**src/rtl/core_map.vh**
```
// constants for the instruction timing core: phases, opcodes, sub codes, addresses
`ifndef CORE_MAP_VH
`define CORE_MAP_VH
`define PHASE_FETCH 2'h0
`define PHASE_EXEC 2'h3
`define PC_RESET 12'h000
`define PC_STEP 12'h001
`define PC_LOW_ADDR 8'h06
`define NOP_WORD 16'h0000
`define OP_MISC 4'h0
`define OP_MOVAM 4'h1
`define OP_MOVMA 4'h2
`define OP_MOVAI 4'h3
`define OP_ALUM 4'h4
`define OP_ALUI 4'h5
`define OP_UNARY 4'h6
`define OP_BCLR 4'h7
`define OP_BSET 4'h8
`define OP_SZBIT 4'h9
`define OP_SNZBIT 4'hA
`define OP_SKIP 4'hB
`define OP_JUMP 4'hC
`define OP_CALL 4'hD
`define OP_TABRD 4'hE
`define MISC_HALT 4'h1
`define MISC_CLRWDT 4'h2
`define MISC_SUB_RETURN 4'h3
`define MISC_INT_RETURN 4'h4
`define ALU_ADD 3'h0
`define ALU_ADC 3'h1
`define ALU_SUB 3'h2
`define ALU_SBC 3'h3
`define ALU_AND 3'h4
`define ALU_OR 3'h5
`define ALU_XOR 3'h6
`define ALU_LAST_ARITH 3'h3
`define UN_INC 3'h0
`define UN_DEC 3'h1
`define UN_INVERT 3'h2
`define UN_RR 3'h3
`define UN_RL 3'h4
`define UN_RR_CARRY 3'h5
`define UN_RL_CARRY 3'h6
`define SKIP_ZERO 4'h0
`define SKIP_NONZERO 4'h1
`define BYTE_ONE 8'h01
`define BYTE_ZERO 8'h00
`endif

```
**src/rtl/mcu_instruction_timing_core.v**
```verilog
// 8-bit microcontroller core with four-clock instruction cycles and fetch discard
`timescale 1ns/1ps
`include "core_map.vh"
// How it works
// - most one cycle; jump, call, returns, table two
// - each instruction cycle is four clocks
// - program counter low write jumps, extra cycle
// - skip costs one more cycle when taken
// - carry above 255, borrow below zero
// - increment/decrement by one, to memory or accumulator
// - logic results of zero set zero flag
// - operands flow through the accumulator
// - rotate one bit left/right, with/without carry
// - rotate via carry swaps out-bit and carry
// - call saves next address, return resumes there
// - skip tests a byte or a bit
// - bit set/clear changes one bit only
// - table read fetches program memory into registers
// - halt powers down; watchdog clear instruction
module mcu_instruction_timing_core #(
	parameter SP_W = 3 // stack pointer width, depth is two to this power
) (
	input wire ref_clk, // system clock
	input wire rst_n, // asynchronous reset, active low
	output reg [11:0] progAddr_r, // program memory address
	input wire [15:0] progData, // program memory word at progAddr_r
	output reg [7:0] dataAddr_r, // data memory address
	input wire [7:0] dataRdData, // data memory byte at dataAddr_r
	output reg [7:0] dataWrData_r, // data memory write byte
	output reg dataWrEn_r, // one-clock write strobe
	output reg [7:0] acc_r, // accumulator
	output reg carry_r, // carry / borrow flag
	output reg zero_r, // zero flag
	output reg powerDown_r, // core halted
	input wire wakeUp, // leaves power-down
	output reg wdtClear_r, // one-clock watchdog clear pulse
	output reg intReturn_r // one-clock pulse on interrupt return
);
	localparam DEPTH = 1 << SP_W; // return stack depth

	reg [1:0] phase_r; // clock within the instruction cycle
	reg [11:0] pc_r; // next fetch address
	reg [15:0] ir_r; // instruction being executed
	reg irValid_r; // ir_r holds a live instruction
	reg tblPend_r; // table read second cycle pending
	reg [11:0] tblAddr_r; // table read program address
	reg [7:0] tblDest_r; // table read destination
	reg [SP_W-1:0] sp_r; // stack pointer
	reg [11:0] stack_r [0:DEPTH-1]; // return addresses
	integer i;

	wire [3:0] opc = ir_r[15:12]; // major opcode
	wire [3:0] sub = ir_r[11:8]; // sub code or bit index
	wire [7:0] imm = ir_r[7:0]; // immediate or data address
	wire [7:0] mem = dataRdData; // operand from data memory

	// add, subtract and logic with carry/borrow out in bit 8
	function [8:0] aluOp;
		input [2:0] op;
		input [7:0] a;
		input [7:0] b;
		input c;
		begin
			case (op)
				`ALU_ADD: aluOp = {1'b0, a} + {1'b0, b};
				`ALU_ADC: aluOp = {1'b0, a} + {1'b0, b} + {8'h00, c};
				`ALU_SUB: aluOp = {1'b0, a} - {1'b0, b};
				`ALU_SBC: aluOp = {1'b0, a} - {1'b0, b} - {8'h00, c};
				`ALU_AND: aluOp = {1'b0, a & b};
				`ALU_OR: aluOp = {1'b0, a | b};
				`ALU_XOR: aluOp = {1'b0, a ^ b};
				default: aluOp = {1'b0, a};
			endcase
		end
	endfunction

	// single-bit mask from a three-bit index
	function [7:0] bitMask;
		input [2:0] idx;
		begin
			bitMask = `BYTE_ONE << idx;
		end
	endfunction

	reg [7:0] res; // result byte
	reg [8:0] aluRes; // alu result with carry
	reg cOut; // new carry
	reg wrM; // write result to memory
	reg wrA; // write result to accumulator
	reg updZ; // update zero flag
	reg updC; // update carry flag
	reg flush; // discard prefetched word
	reg [11:0] tgt; // redirect address
	reg push; // save return address
	reg pop; // take return address
	reg halt; // enter power-down
	reg wdt; // watchdog clear
	reg iret; // interrupt return
	reg tbl; // start table read

	// decode and execute the current instruction
	always @* begin
		res = `BYTE_ZERO;
		aluRes = 9'h000;
		cOut = carry_r;
		wrM = 1'b0;
		wrA = 1'b0;
		updZ = 1'b0;
		updC = 1'b0;
		flush = 1'b0;
		tgt = pc_r;
		push = 1'b0;
		pop = 1'b0;
		halt = 1'b0;
		wdt = 1'b0;
		iret = 1'b0;
		tbl = 1'b0;
		case (opc)
			`OP_MISC: begin
				case (sub)
					`MISC_HALT: halt = 1'b1;
					`MISC_CLRWDT: wdt = 1'b1;
					`MISC_SUB_RETURN, `MISC_INT_RETURN: begin
						pop = 1'b1;
						flush = 1'b1;
						tgt = stack_r[sp_r - {{(SP_W-1){1'b0}}, 1'b1}];
						iret = (sub == `MISC_INT_RETURN);
					end
					default: ; // no operation
				endcase
			end
			`OP_MOVAM: begin
				res = mem;
				wrA = 1'b1;
			end
			`OP_MOVMA: begin
				res = acc_r;
				wrM = 1'b1;
			end
			`OP_MOVAI: begin
				res = imm;
				wrA = 1'b1;
			end
			`OP_ALUM, `OP_ALUI: begin
				aluRes = aluOp(sub[2:0], acc_r, (opc == `OP_ALUI) ? imm : mem, carry_r);
				res = aluRes[7:0];
				cOut = aluRes[8];
				updZ = 1'b1;
				updC = (sub[2:0] <= `ALU_LAST_ARITH);
				wrM = (opc == `OP_ALUM) && sub[3];
				wrA = !wrM;
			end
			`OP_UNARY: begin
				case (sub[2:0])
					`UN_INC: res = mem + `BYTE_ONE;
					`UN_DEC: res = mem - `BYTE_ONE;
					`UN_INVERT: res = ~mem;
					`UN_RR: res = {mem[0], mem[7:1]};
					`UN_RL: res = {mem[6:0], mem[7]};
					`UN_RR_CARRY: begin
						res = {carry_r, mem[7:1]};
						cOut = mem[0];
					end
					`UN_RL_CARRY: begin
						res = {mem[6:0], carry_r};
						cOut = mem[7];
					end
					default: res = mem;
				endcase
				updZ = (sub[2:0] <= `UN_INVERT);
				updC = (sub[2:0] == `UN_RR_CARRY) || (sub[2:0] == `UN_RL_CARRY);
				wrA = sub[3];
				wrM = !sub[3];
			end
			`OP_BCLR: begin
				res = mem & ~bitMask(sub[2:0]);
				wrM = 1'b1;
			end
			`OP_BSET: begin
				res = mem | bitMask(sub[2:0]);
				wrM = 1'b1;
			end
			`OP_SZBIT: flush = !mem[sub[2:0]];
			`OP_SNZBIT: flush = mem[sub[2:0]];
			`OP_SKIP: begin
				if (sub == `SKIP_ZERO)
					flush = (mem == `BYTE_ZERO);
				else if (sub == `SKIP_NONZERO)
					flush = (mem != `BYTE_ZERO);
			end
			`OP_JUMP: begin
				flush = 1'b1;
				tgt = ir_r[11:0];
			end
			`OP_CALL: begin
				flush = 1'b1;
				push = 1'b1;
				tgt = ir_r[11:0];
			end
			`OP_TABRD: tbl = 1'b1;
			default: ; // unused opcode acts as no operation
		endcase
		// a write to the program counter low byte becomes a jump
		if (wrM && (dataAddr_r == `PC_LOW_ADDR)) begin
			wrM = 1'b0;
			flush = 1'b1;
			tgt = {pc_r[11:8], res};
		end
	end

	// four-phase sequencer, fetch, execute and write back
	always @(posedge ref_clk or negedge rst_n) begin
		if (!rst_n) begin
			phase_r <= `PHASE_FETCH;
			pc_r <= `PC_RESET;
			progAddr_r <= `PC_RESET;
			ir_r <= `NOP_WORD;
			irValid_r <= 1'b0;
			tblPend_r <= 1'b0;
			tblAddr_r <= `PC_RESET;
			tblDest_r <= `BYTE_ZERO;
			sp_r <= {SP_W{1'b0}};
			dataAddr_r <= `BYTE_ZERO;
			dataWrData_r <= `BYTE_ZERO;
			dataWrEn_r <= 1'b0;
			acc_r <= `BYTE_ZERO;
			carry_r <= 1'b0;
			zero_r <= 1'b0;
			powerDown_r <= 1'b0;
			wdtClear_r <= 1'b0;
			intReturn_r <= 1'b0;
			for (i = 0; i < DEPTH; i = i + 1)
				stack_r[i] <= `PC_RESET;
		end else begin
			phase_r <= phase_r + 2'h1;
			dataWrEn_r <= 1'b0;
			wdtClear_r <= 1'b0;
			intReturn_r <= 1'b0;
			if (powerDown_r) begin
				// frozen at cycle start until woken
				phase_r <= `PHASE_FETCH;
				if (wakeUp)
					powerDown_r <= 1'b0;
			end else if (phase_r == `PHASE_FETCH) begin
				if (tblPend_r) begin
					progAddr_r <= tblAddr_r;
				end else begin
					progAddr_r <= pc_r;
					pc_r <= pc_r + `PC_STEP;
					dataAddr_r <= ir_r[7:0];
				end
			end else if (phase_r == `PHASE_EXEC) begin
				if (tblPend_r) begin
					// second cycle: word lands, prefetched word kept
					dataAddr_r <= tblDest_r;
					dataWrData_r <= progData[7:0];
					dataWrEn_r <= 1'b1;
					acc_r <= progData[15:8];
					tblPend_r <= 1'b0;
				end else begin
					ir_r <= progData;
					irValid_r <= !(irValid_r && flush);
					if (irValid_r) begin
						if (flush)
							pc_r <= tgt;
						if (wrA)
							acc_r <= res;
						if (wrM) begin
							dataWrData_r <= res;
							dataWrEn_r <= 1'b1;
						end
						if (updZ)
							zero_r <= (res == `BYTE_ZERO);
						if (updC)
							carry_r <= cOut;
						if (push) begin
							stack_r[sp_r] <= pc_r - `PC_STEP;
							sp_r <= sp_r + {{(SP_W-1){1'b0}}, 1'b1};
						end
						if (pop)
							sp_r <= sp_r - {{(SP_W-1){1'b0}}, 1'b1};
						if (tbl) begin
							tblPend_r <= 1'b1;
							tblAddr_r <= {sub, acc_r};
							tblDest_r <= dataAddr_r;
						end
						if (halt)
							powerDown_r <= 1'b1;
						wdtClear_r <= wdt;
						intReturn_r <= iret;
					end
				end
			end
		end
	end
endmodule // mcu_instruction_timing_core

```
**config.mk**
```make
export PLATFORM = sky130hd
export DESIGN_NAME = mcu_instruction_timing_core
export DESIGN_NICKNAME = d
export VERILOG_FILES = /design/src/rtl/mcu_instruction_timing_core.v
export VERILOG_INCLUDE_DIRS = /design/src /design/src/rtl
export SDC_FILE = /design/constraint.sdc
export NUM_CORES = 1
export LEC_CHECK = 0
export BUFFER_PORTS_ARGS = -buffer_cell sky130_fd_sc_hd__buf_2
export CORE_MARGIN = 4
export CORE_UTILIZATION = 62
export DETAILED_ROUTE_END_ITERATION = 16
export PLACE_DENSITY = 0.86
export SETUP_SLACK_MARGIN = 0.3
export SLEW_MARGIN = 20
export SYNTH_ARGS = -nofsm -noshare
export SYNTH_HDL_FRONTEND = slang
export SYNTH_SLANG_ARGS = --single-unit
```
**constraint.sdc**
```tcl
create_clock -name ref_clk -period 5.1 [get_ports ref_clk]
set_input_delay 0.765 -clock ref_clk [delete_from_list [all_inputs] [get_ports ref_clk]]
set_output_delay 0.765 -clock ref_clk [all_outputs]
set_load 0.01 [all_outputs]
```
==> metrics.md, run 1 <==
| Metric | Value |
|---|---|
| Post-CTS Setup Inserts | 0 |
| Vias per cell | around 6.5 |
| Largest family of logic cells by synthesized area | compound AO/OA/AOI/OAI gates |
| # rows | 51 |
| Later-pin clock latency in the skew report | roughly 0.44 ns |
| Sw Share | about half |
| Mapped Cells | ~1400 |
| Synth Area in XOR/XNOR | approximately 2.9% |
| Post-synth top area share | between 30% and 40% |
| Synth Cell Area | about 12000 sq um |
| HP Class | flip-flop to flip-flop |
| TritonCTS buffer count | 17 |
| I/O pin cnt | 69 |
| Sequential share of the synthesized area | about two fifths |
| Count leader, synth | nand2_1 |
| Crit path time final | about 4.5 ns |
| Crit path arrival time | approximately 4.8 ns |
| Max_cap viols | 0 |
| CTS sink count | approximately 190 |
| Crit start category | flip-flop |
| Largest net degree at the start of global routing | 120 |
| RSZ-0062 raised after global routing | no |
| Clock power share | 15.8% |
| Logic pwr share | a little under three fifths |
| DRC errors left | 0 |
| Setup violators final | 0 |
| Dominant cell type by area after synthesis | dfrtp_1 |
| Port-buffer cells | 68 |
| CTS max path bufs | 2 |
| Worst Path Required | 5.38 ns |
| Clock Skews | ~0.013 ns |
| Global-route usage over all layers | 33.1% |
| Post-synth EDFFs | 0 |
| Power share of the sequential group | roughly 29% |
| Net load switching power | between 4000 and 5000 uW |
| CTS tree | done |
| H-tree lvl count | 4 |
| Final WL | around 36000 microns |
| Initial core utilization | a little over three fifths |
| Routed via count | between 10000 and 15000 |
| Fin crit share | about nine tenths |
| Post-synthesis compound-gate area fraction | between 10% and 20% |
| Adder-Cell Fraction of Synth Area | under 10% |
| Main synth FF type | dfrtp_1 |
| Reg clk slew, reported paths | 0.07 ns |
| Slew Limit Fails | 0 |
| Die area | roughly 22000 sq um |
| Area grow syn2layout | 8.92% |
| Fraction of final layout cells with drive strength greater than 1 | ~15% |
| Fin area | about 13000 sq um |
| Chip height | 149 microns |
| Routed Antenna Nets | 0 |
| Resized Gates After CTS | 0 |
| Top cells by count, synth | nand2_1 (203), dfrtp_1 (193), o21ai_0 (163), nor2_1 (112), clkbuf_1 (76) |
| Chip Width | about 150 microns |
| Post-Layout Cell Count | approximately 1700 |
| First-pass GRT wire length | approximately 58000 microns |
| Synthesis-stage register bit count | between 150 and 200 |
| Final layout net count | roughly 1500 |
| Leakage | 0.00592 uW |
| Slew headroom | 33.7% |
| Vias in the first global route | around 11000 |
| Area of placed instances | between 10000 and 15000 sq um |
| Initial antenna violation count | 0 |
| Fill count | roughly 1500 |
| 1st-iter DRT viols | 1331 |
| Yosys warns | 0 |
| Floorplan Core Area | a little under 20000 sq um |
| Setup TNS | 0 ns |
| Top post-synthesis cells by area | dfrtp_1 (39%), o21ai_0 (6.6%), nand2_1 (6.2%) |
| Slew at the pin with the worst max-slew slack | 0.987 ns |
| Yosys cell types | 88 |
| Hold Fails Final Rpt | 0 |
| 1st-pass router iterations | 7 |
| Final GP Congestion | approximately 1 |
| P per Cell Area | between 600 and 700 nW/um^2 |
| Critical Path Sink Type | flip-flop |
| Worst vdd ir | 0.451 mV |
| Placed insts | approximately 1700 |
| Crit path kind | flip-flop to flip-flop |
| Ys async rst share | between 90% and 100% |
| Cts hold-fix bufs | 0 |
| Synthesized Nets | around 1500 |
| Syn Area/Cell | about 9 sq um |
| WL/cell | 21.5 microns |
| Mux contribution to synthesized area | between 10% and 20% |
| Int Pwr | between 4000 and 5000 uW |
| Fmax | 222 MHz |
| Overflow after GRT | 0 |
| Outcome | finished, final reports clean |
| Post-DP HPWL | between 20000 and 30000 microns |
| Ant. Diodes | 0 |
| Crit-path max FO | 7 |
| Synth Area in Simple Gates | 17.7% |
| Root buffer cell | clkbuf_16 |
-- state kept, by name, indices dropped and copies added, names as in the netlist, 2 cells and up --
| register | flops |
|---|---|
| stack_r | 96 |
| ir_r | 16 |
| pc_r | 12 |
| progAddr_r | 12 |
| tblAddr_r | 12 |
| acc_r | 8 |
| dataAddr_r | 8 |
| dataWrData_r | 8 |
| tblDest_r | 8 |
| sp_r | 3 |
| phase_r | 2 |
-- cells by family (layout without fill, tap and decap cells) --
kind of cell | after synthesis | after routing
AOI/OAI and AO/OA | 388 | 388
xor gates and xnor gates | 39 | 39
adders and majority gates | 46 | 46
buffers and inverters | 154 | 181
DFF | 193 | 193
muxes | 101 | 101
and+or+nand+nor | 476 | 476
-- power by group through the flow --
stage	logic, uW	clock network [uW]	registers [uW]
4_1_cts	4610	1350	2400
2_1_floorplan	3340	0	2230
3_5_place_dp	4550	0	2430
3_3_place_gp	4490	0	2400
5_1_grt	5100	1430	2470
6_report	4710	1350	2430
-- metrics by stage --
step	util [%]	hold slack [ns]	setup WS, ns	power, uW
4_1_cts	68.8	0.464	0.556	8360
3_5_place_dp	65.8	0.456	0.586	6980
2_1_floorplan	-	0.424	0.560	5580
6_report	68.9	0.463	0.597	8490
3_3_place_gp	65.8	0.440	0.638	6890
5_1_grt	68.9	0.498	0.340	8990
-- routing by layer --
metal	up-vias	track usage (%)	wire length [microns]
met3	128	6.32	3580
met5	-	0	31
met1	5275	48.4	14900
met2	651	49.9	16300
met4	2	11.6	1450
li1	4991	-	-
-- worst max-delay path, stage by stage (launching register included) --
cell and delay (ns):
dfrtp_1 0.38, inv_2 0.07, nor3_1 0.19, and2_1 0.38, mux2_2 0.26, ha_1 0.19, inv_1 0.06, fa_1 0.49
nor2b_1 0.21, o21a_1 0.28, xnor2_1 0.30, nand3_1 0.14, xnor2_1 0.17, a2111oi_1 0.71, o21ai_1 0.23, nor2_1 0.18
o31ai_1 0.09
-- worst paths after layout --
check                            from              end  slack (ns)  depth (start not counted)
hold reg to reg            phase_r[0]       phase_r[0]        0.46                          1
max in group asynchronous       rst_n    progAddr_r[9]        3.56                          2
hold / removal             phase_r[0]       phase_r[0]        0.46                          1
setup reg to reg             ir_r[14]  dataWrData_r[5]        0.60                         16
min in group asynchronous       rst_n      stack_r[88]        0.47                          1
setup / recovery             ir_r[14]  dataWrData_r[5]        0.60                         16
-- cells in the final DEF (no fill, tap or decap), types with 6 or more instances in the layout --
master / netlist / layout
o211ai_1: 14 / 14
buf_4: 2 / 31
nor4_1: 11 / 11
nand3_1: 26 / 26
o31ai_1: 18 / 18
mux4_2: 26 / 26
xor2_1: 10 / 10
o21ai_0: 163 / 163
nand2_1: 203 / 203
mux2_2: 30 / 30
o22ai_1: 11 / 11
nor2_1: 112 / 112
a21o_1: 7 / 7
nand2b_1: 19 / 19
ha_1: 42 / 42
inv_1: 45 / 45
dfrtp_1: 193 / 193
a211oi_1: 19 / 19
nor2b_1: 11 / 11
a21oi_1: 70 / 69
or3_1: 8 / 8
nand4_1: 6 / 6
xnor2_1: 27 / 27
and2_1: 6 / 6
o21ai_1: 15 / 13
mux2i_1: 45 / 45
nor3_1: 38 / 36
clkbuf_16: 0 / 17
buf_2: 16 / 67
-- layout make-up --
class,count,area [sq um],share of cell area [%]
tap,265,332,2.46
inverter,50,188,1.39
clock buffer,19,443,3.29
sequential,193,4830,35.9
timing repair buffer,99,582,4.32
clock inverter,13,150,1.12
multi-input combinational,1050,6930,51.5
Power figures use the tool's default switching activity.
==> run 2, diff against run 1 <==
--- a/config.mk
+++ b/config.mk
@@ -9,9 +9,10 @@
 export BUFFER_PORTS_ARGS = -buffer_cell sky130_fd_sc_hd__buf_2
 export CORE_MARGIN = 4
 export CORE_UTILIZATION = 62
+export CTS_CLUSTER_SIZE = 28
 export DETAILED_ROUTE_END_ITERATION = 16
+export GPL_TIMING_DRIVEN = 0
 export PLACE_DENSITY = 0.86
-export SETUP_SLACK_MARGIN = 0.3
 export SLEW_MARGIN = 20
 export SYNTH_ARGS = -nofsm -noshare
 export SYNTH_HDL_FRONTEND = slang
==> run 2 against run 1 <==
  * Global-route usage grew 3.0 points
  * First-iteration DRC count increased by 16%
  * Sequential power down 5%
  * Worst hold slack worse by 0.23 ns
  * Maximum frequency decreased by 7.6%
  * Largest power group unchanged
==> metrics.md, run 2 (synthesis results as in run 1) <==
| Metric | Value |
|---|---|
| Utilization after layout | 70.5% (+1.6 points) |
| 1st-iter DRT viols | 1539 (+16%) |
| Met3 Use GR | 8.63% (+2.3 points) |
| Final layout net count | 1556 (+4.9%) |
| Overflow after GRT | 0 (unchanged) |
| CTS tree | done |
| DRC errors left | 0 (unchanged) |
| Post-DP HPWL | 28600 microns (+13%) |
| Root buffer cell | clkbuf_16 |
| Final WL | 39500 microns (+9.0%) |
| CTS max path bufs | 2 (unchanged) |
| Initial antenna violation count | 0 (unchanged) |
| Crit path kind | flip-flop to flip-flop |
| Cts hold-fix bufs | 0 (unchanged) |
| RSZ-0062 raised after global routing | no |
| I/O pin cnt | 69 (unchanged) |
| Max reg flops | 96 (unchanged) |
| # rows | 51 (unchanged) |
| Crit path to | carry_r |
| Outcome | finished, final reports clean |
| CP cell instances | buf_2 -> inv_2 -> nor3_4 -> clkbuf_4 -> and2_4 -> mux2_2 -> ha_1 -> inv_1 -> fa_1 -> nand2b_1 -> o2bb2ai_2 -> xnor2_2 -> nor4b_4 -> nand3_2 -> or4b_1 -> a31oi_1 -> a2bb2oi_1 -> o21ai_1 |
| Critical Path Start | ir_r[14] |
| Slew headroom | 29.2% (-4.5 points) |
| Global-route usage over all layers | 36.0% (+3.0 points) |
| Port-buffer cells | 67 (-1.5%) |
| Met1 GRT Util | 50.3% (+1.9 points) |
| Initial core utilization | 63.3% (unchanged) |
| Area grow syn2layout | 11.4% |
| HP Class | input port to async pin |
| Clock Skews | 0.0167 ns (+0.00389 ns) |
| Slew Limit Fails | 0 (unchanged) |
| Worst vdd ir | 0.406 mV (-9.9%) |
| Met2 usage | 54.6% (+4.7 points) |
| Routed via count | 11700 (+6.3%) |
| Worst R2R End | carry_r |
| Crit-path max FO | 10 (+3) |
| Max_cap viols | 0 (unchanged) |
| Fmax | 205 MHz (-7.6%) |
| Critical Path Sink Type | flip-flop |
| R2R cell count | 18 (+2) |
| Setup violators final | 0 (unchanged) |
| Slowest-stage cell, CP | or4b_1 |
| Setup TNS | 0 ns (unchanged) |
| Worst Path Required | 5.42 ns (+0.04 ns) |
| Commonest non-fill, non-tap cell in the layout | nand2_1 |
| CTS sink count | 193 (unchanged) |
| R2R Setup Slk | 0.22 ns (-0.37 ns) |
| Ant. Diodes | 0 (unchanged) |
| Floorplan Core Area | 19500 sq um (unchanged) |
| WL/cell | 22.4 microns (+4.5%) |
| P per Cell Area | 639 nW/um^2 (+1.3%) |
| Hold Worst Slack | 0.233 ns (-0.229 ns) |
| Crit path arrival time | 5.20 ns (+0.41 ns) |
| H-tree lvl count | 4 (unchanged) |
| FF-to-FF Start | ir_r[14] |
| Fin crit share | 95.6% (+7.3 points) |
| Reg clk slew, reported paths | 0.09 ns (+0.02 ns) |
| Crit start category | flip-flop |
| Worst slack at placement | -0.898 ns (-1.48 ns) |
| Leakage | 0.00601 uW (+1.5%) |
| First-pass GRT wire length | 62400 microns (+7.9%) |
| Grt peak-use layer | met2 |
| Commonest non-fill, non-tap cells in the layout | nand2_1 (203), dfrtp_1 (193), o21ai_0 (163) |
| Vias in the first global route | 11300 (+7.9%) |
| 1st-pass router iterations | 6 (-1) |
| Chip Width | 149 microns (unchanged) |
| TritonCTS buffer count | 17 (unchanged) |
| Chip height | 149 microns (unchanged) |
| Die area | 22200 sq um (unchanged) |
| Slew at the pin with the worst max-slew slack | 1.06 ns (+0.0709 ns) |
| Vias per cell | 6.67 (+2.0%) |
| Later-pin clock latency in the skew report | 0.45 ns (about the same) |
| Final GP Congestion | 1.04 (+3.3%) |
| Crit path time final | 4.88 ns (+0.372 ns) |
| Largest stage delay, worst path | 0.53 ns (-0.18 ns) |
| Largest net degree at the start of global routing | 74 (-38%) |
| Regs by FF count | stack_r (96), ir_r (16) |
| Hold Fails Final Rpt | 0 (unchanged) |
| Final WS setup | 0.225 ns (-0.372 ns) |
| Top reg by flops | stack_r |
| Routed Antenna Nets | 0 (unchanged) |
| Fraction of final layout cells with drive strength greater than 1 | 14.6% (-0.74 points) |
## run 2: cell count changes in the layout (fill, tap and decap cells not counted), moves of 2 or more
cell | previous run | this run
clkbuf_1 | 1 | 72
buf_4 | 31 | 2
buf_2 | 67 | 83
buf_1 | 0 | 8
inv_6 | 1 | 5
clkinv_2 | 3 | 0
a2111oi_2 | 1 | 3
buf_16 | 0 | 2
clkbuf_4 | 0 | 2
clkinv_4 | 2 | 0
inv_8 | 2 | 4
nor3_2 | 2 | 0
## run 2: per-layer routing
| layer | vias up | wire [microns] |
|---|---|---|
| li1 | 5150 | - |
| met1 | 5614 | 15500 |
| met2 | 820 | 17500 |
| met3 | 163 | 4670 |
| met4 | 0 | 1800 |
| met5 | - | 0 |
## run 2: final cells by class
class / instances / area (sq um)
multi-input cells: 1050 / 6980
fillers: 1514 / 5760
flip-flops and latches: 193 / 4830
clock buffers: 18 / 439
plain buffers: 102 / 428
repair buffers: 70 / 404
well taps: 265 / 332
inverters: 50 / 188
clock inverters: 13 / 159
## run 2: where the power goes
group | switching [uW] | total (uW) | internal, uW
Clock | 684 | 1400 | 715
Sequential | 398 | 2320 | 1920
Combinational | 3320 | 5080 | 1770
Total | 4400 | 8800 | 4400
## run 2: worst max-delay path: cells and delay by family (launching register included)
kind            cells  cell delay [ns]
simple gates        6             1.67
fa+ha+maj           2             0.67
buf+inv             4             0.70
mux                 1             0.24
flops               1             0.43
compound gates      4             0.81
xor+xnor            1             0.22
## run 2: how the worst min path moves through the flow
| stage | start | cells past startpoint | endpoint | slack [ns] |
|---|---|---|---|---|
| floorplan | phase_r[0] | 1 | phase_r[0] | 0.42 |
| global placement | phase_r[0] | 1 | phase_r[0] | 0.44 |
| detailed placement | phase_r[0] | 1 | phase_r[0] | 0.45 |
| CTS | rst_n | 1 | stack_r[80] | 0.25 |
| global route | rst_n | 1 | stack_r[68] | 0.26 |
| finish | rst_n | 1 | stack_r[68] | 0.23 |
## run 2: through the flow
stage	cell area (sq um)	std cells	power, uW
4_1_cts	13700	1762	8550
3_5_place_dp	13100	1732	7090
2_1_floorplan	12400	1397	5580
5_1_grt	13800	1761	9260
3_3_place_gp	13000	1729	6960
6_report	13800	1761	8800
## run 2: repair_timing
action                                  in CTS  in global routing
setup buffers                                0                  0
pin swaps                                    0                  0
resized for setup                           11                 12
endpoints found under the setup margin      23                 14
==> run 3, diff against run 2 <==
--- a/config.mk
+++ b/config.mk
@@ -8,11 +8,11 @@
 export LEC_CHECK = 0
 export BUFFER_PORTS_ARGS = -buffer_cell sky130_fd_sc_hd__buf_2
 export CORE_MARGIN = 4
-export CORE_UTILIZATION = 62
+export CORE_UTILIZATION = 45
 export CTS_CLUSTER_SIZE = 28
 export DETAILED_ROUTE_END_ITERATION = 16
 export GPL_TIMING_DRIVEN = 0
-export PLACE_DENSITY = 0.86
+export PLACE_DENSITY = 0.67
 export SLEW_MARGIN = 20
 export SYNTH_ARGS = -nofsm -noshare
 export SYNTH_HDL_FRONTEND = slang
==> run 3 against run 2 <==
  * Maximum frequency down 0.57%
  * Worst setup slack worse by 0.028 ns
  * Via count down 4.8%
  * Critical path type unchanged
  * Design area rose by 0.65%
  * Worst hold slack gained 0.11 ns
  * First-iteration DRC count down 29%
  * Highest routed layer unchanged
  * Critical path depth rose by 1
  * Combinational power shrank 0.8%
  * Die area is 36% higher
  * Cell count is 4.4% higher
  * Flip-flop and latch count unchanged
==> metrics.md, run 3 (synthesis results as in run 1) <==
| Metric | Value |
|---|---|
| Outcome | finished, final reports clean |
| Clock Skews | 0.00851 ns (-0.00814 ns) |
| Utilization after layout | 51.4% (-19 points) |
| Vias per cell | 6.08 (-8.8%) |
| Port-buffer cells | 67 (unchanged) |
| Crit path time final | 4.90 ns (+0.0281 ns) |
| Setup violators final | 0 (unchanged) |
| Final layout net count | 1556 (unchanged) |
| Vias in the first global route | 11000 (-3.2%) |
| Routed via count | 11200 (-4.8%) |
| Max_cap viols | 0 (unchanged) |
| Leakage | 0.00600 uW (-0.11%) |
| FF-to-FF Start | ir_r[14] |
| HP Class | input port to async pin |
| Slew headroom | 26.5% (-2.7 points) |
| 1st-pass router iterations | 8 (+2) |
| Critical Path Sink Type | flip-flop |
| Post-DP HPWL | 29600 microns (+3.8%) |
| 1st-iter DRT viols | 1097 (-29%) |
| Worst Path Required | 5.40 ns (-0.02 ns) |
| Chip Width | 174 microns (+16%) |
| Overflow after GRT | 0 (unchanged) |
| Final WL | 39200 microns (-0.89%) |
| Initial antenna violation count | 0 (unchanged) |
| I/O pin cnt | 69 (unchanged) |
| Global-route usage over all layers | 25.9% (-10 points) |
| R2R cell count | 19 (+1) |
| TritonCTS buffer count | 17 (unchanged) |
| Commonest non-fill, non-tap cell in the layout | nand2_1 |
| Reg clk slew, reported paths | 0.07 ns (-0.02 ns) |
| Floorplan Core Area | 27000 sq um (+38%) |
| Final GP Congestion | 0.984 (-5.1%) |
| Slew at the pin with the worst max-slew slack | 1.09 ns (+0.0337 ns) |
| Later-pin clock latency in the skew report | 0.44 ns (about the same) |
| Largest net degree at the start of global routing | 101 (+36%) |
| Hold Fails Final Rpt | 0 (unchanged) |
| Setup TNS | 0 ns (unchanged) |
| Fmax | 204 MHz (-0.57%) |
| P per Cell Area | 631 nW/um^2 (-1.4%) |
| First-pass GRT wire length | 62800 microns (+0.72%) |
| Die area | 30200 sq um (+36%) |
| WL/cell | 21.3 microns (-5.0%) |
| Crit path kind | flip-flop to flip-flop |
| Initial core utilization | 45.8% (-17 points) |
| Crit path arrival time | 5.20 ns (about the same) |
| Routed Antenna Nets | 0 (unchanged) |
| Worst vdd ir | 0.313 mV (-23%) |
| Slowest-stage cell, CP | a2111oi_2 |
| Top reg by flops | stack_r |
| CTS max path bufs | 2 (unchanged) |
| Regs by FF count | stack_r (96), ir_r (16) |
| Area grow syn2layout | 12.1% |
| Commonest non-fill, non-tap cells in the layout | nand2_1 (203), dfrtp_1 (193), o21ai_0 (163) |
| Crit start category | flip-flop |
| Fraction of final layout cells with drive strength greater than 1 | 14.7% (+0.12 points) |
| # rows | 60 (+18%) |
| Fin crit share | 96.1% (+0.55 points) |
| Largest stage delay, worst path | 0.53 ns (about the same) |
| Slew Limit Fails | 0 (unchanged) |
| Max reg flops | 96 (unchanged) |
| H-tree lvl count | 4 (unchanged) |
| CTS tree | done |
| Crit-path max FO | 10 (unchanged) |
| CP cell instances | buf_2 -> inv_2 -> nor3_2 -> clkbuf_4 -> and2_2 -> mux2_2 -> ha_2 -> inv_1 -> fa_1 -> xor2_1 -> nor3b_2 -> buf_4 -> nand4_1 -> or3_1 -> o41ai_1 -> a2111oi_2 -> o21ai_1 -> nor2_2 -> o31ai_1 |
| Root buffer cell | clkbuf_16 |
| R2R Setup Slk | 0.20 ns (-0.03 ns) |
| DRC errors left | 0 (unchanged) |
| Chip height | 174 microns (+16%) |
| Ant. Diodes | 0 (unchanged) |
| CTS sink count | 193 (unchanged) |
| Worst R2R End | dataWrData_r[5] |
[run 3: per-stage QoR]
step | cell area (sq um) | power [uW] | setup WS [ns] | hold slack [ns] | cells
2_1_floorplan | 12400 | 5580 | 0.560 | 0.424 | 1397
3_3_place_gp | 13100 | 7110 | -1.00 | 0.442 | 1805
3_5_place_dp | 13200 | 7160 | -0.851 | 0.450 | 1807
4_1_cts | 13800 | 8570 | 0.0510 | 0.367 | 1838
5_1_grt | 13900 | 9290 | -0.00300 | 0.397 | 1838
6_report | 13900 | 8730 | 0.197 | 0.342 | 1838
[run 3: what timing repair did]
action | in CTS | in global routing
gates cloned | 0 | 0
endpoints found under the setup margin | 22 | 12
setup buffers | 0 | 1
hold buffers | 0 | 0
pin swaps | 0 | 3
gates resized for setup | 10 | 14
[run 3: how the worst max path moves through the flow]
stage,slack (ns),endpoint,from,cells past startpoint
3_3_place_gp,-1.00,dataWrData_r[2],ir_r[12],19
2_1_floorplan,0.56,carry_r,ir_r[12],18
4_1_cts,0.05,dataWrData_r[5],ir_r[15],17
6_report,0.20,dataWrData_r[5],ir_r[14],19
5_1_grt,-0.003,dataWrData_r[5],ir_r[14],18
3_5_place_dp,-0.85,dataWrData_r[5],ir_r[12],18
[run 3: where the power goes]
group	switching [uW]	leakage, uW	total, uW	internal, uW
combinational	3260	0.00312	5040	1780
clock	628	0.000295	1350	722
sequential	425	0.00258	2350	1920
total	4310	0.00600	8730	4420
[run 3: layout make-up]
| type | instances | area (sq um) |
|---|---|---|
| fillers | 2509 | 13100 |
| multi-input cells | 1050 | 7000 |
| plain buffers | 102 | 425 |
| flip-flops and latches | 193 | 4830 |
| well taps | 341 | 427 |
| inverters | 50 | 188 |
| clock inverters | 12 | 138 |
| repair buffers | 70 | 384 |
| clock buffers | 20 | 457 |
[run 3: metal layers]
| layer | GRT usage, % | wire length [microns] |
|---|---|---|
| met1 | 34.9 | 16500 |
| met3 | 3.99 | 2690 |
| met4 | 10.0 | 1540 |
| met2 | 42.4 | 18400 |
| met5 | 0 | 0 |
[run 3: critical path: cells and delay by family, from the launching register on]
kind,cells,cell delay [ns]
AND/OR/NAND/NOR,6,1.12
multiplexers,1,0.23
buffers and inverters,5,0.87
XOR/XNOR,1,0.49
adder cells (fa/ha/maj),2,0.67
flip-flops,1,0.41
AO/OA/AOI/OAI,4,0.96
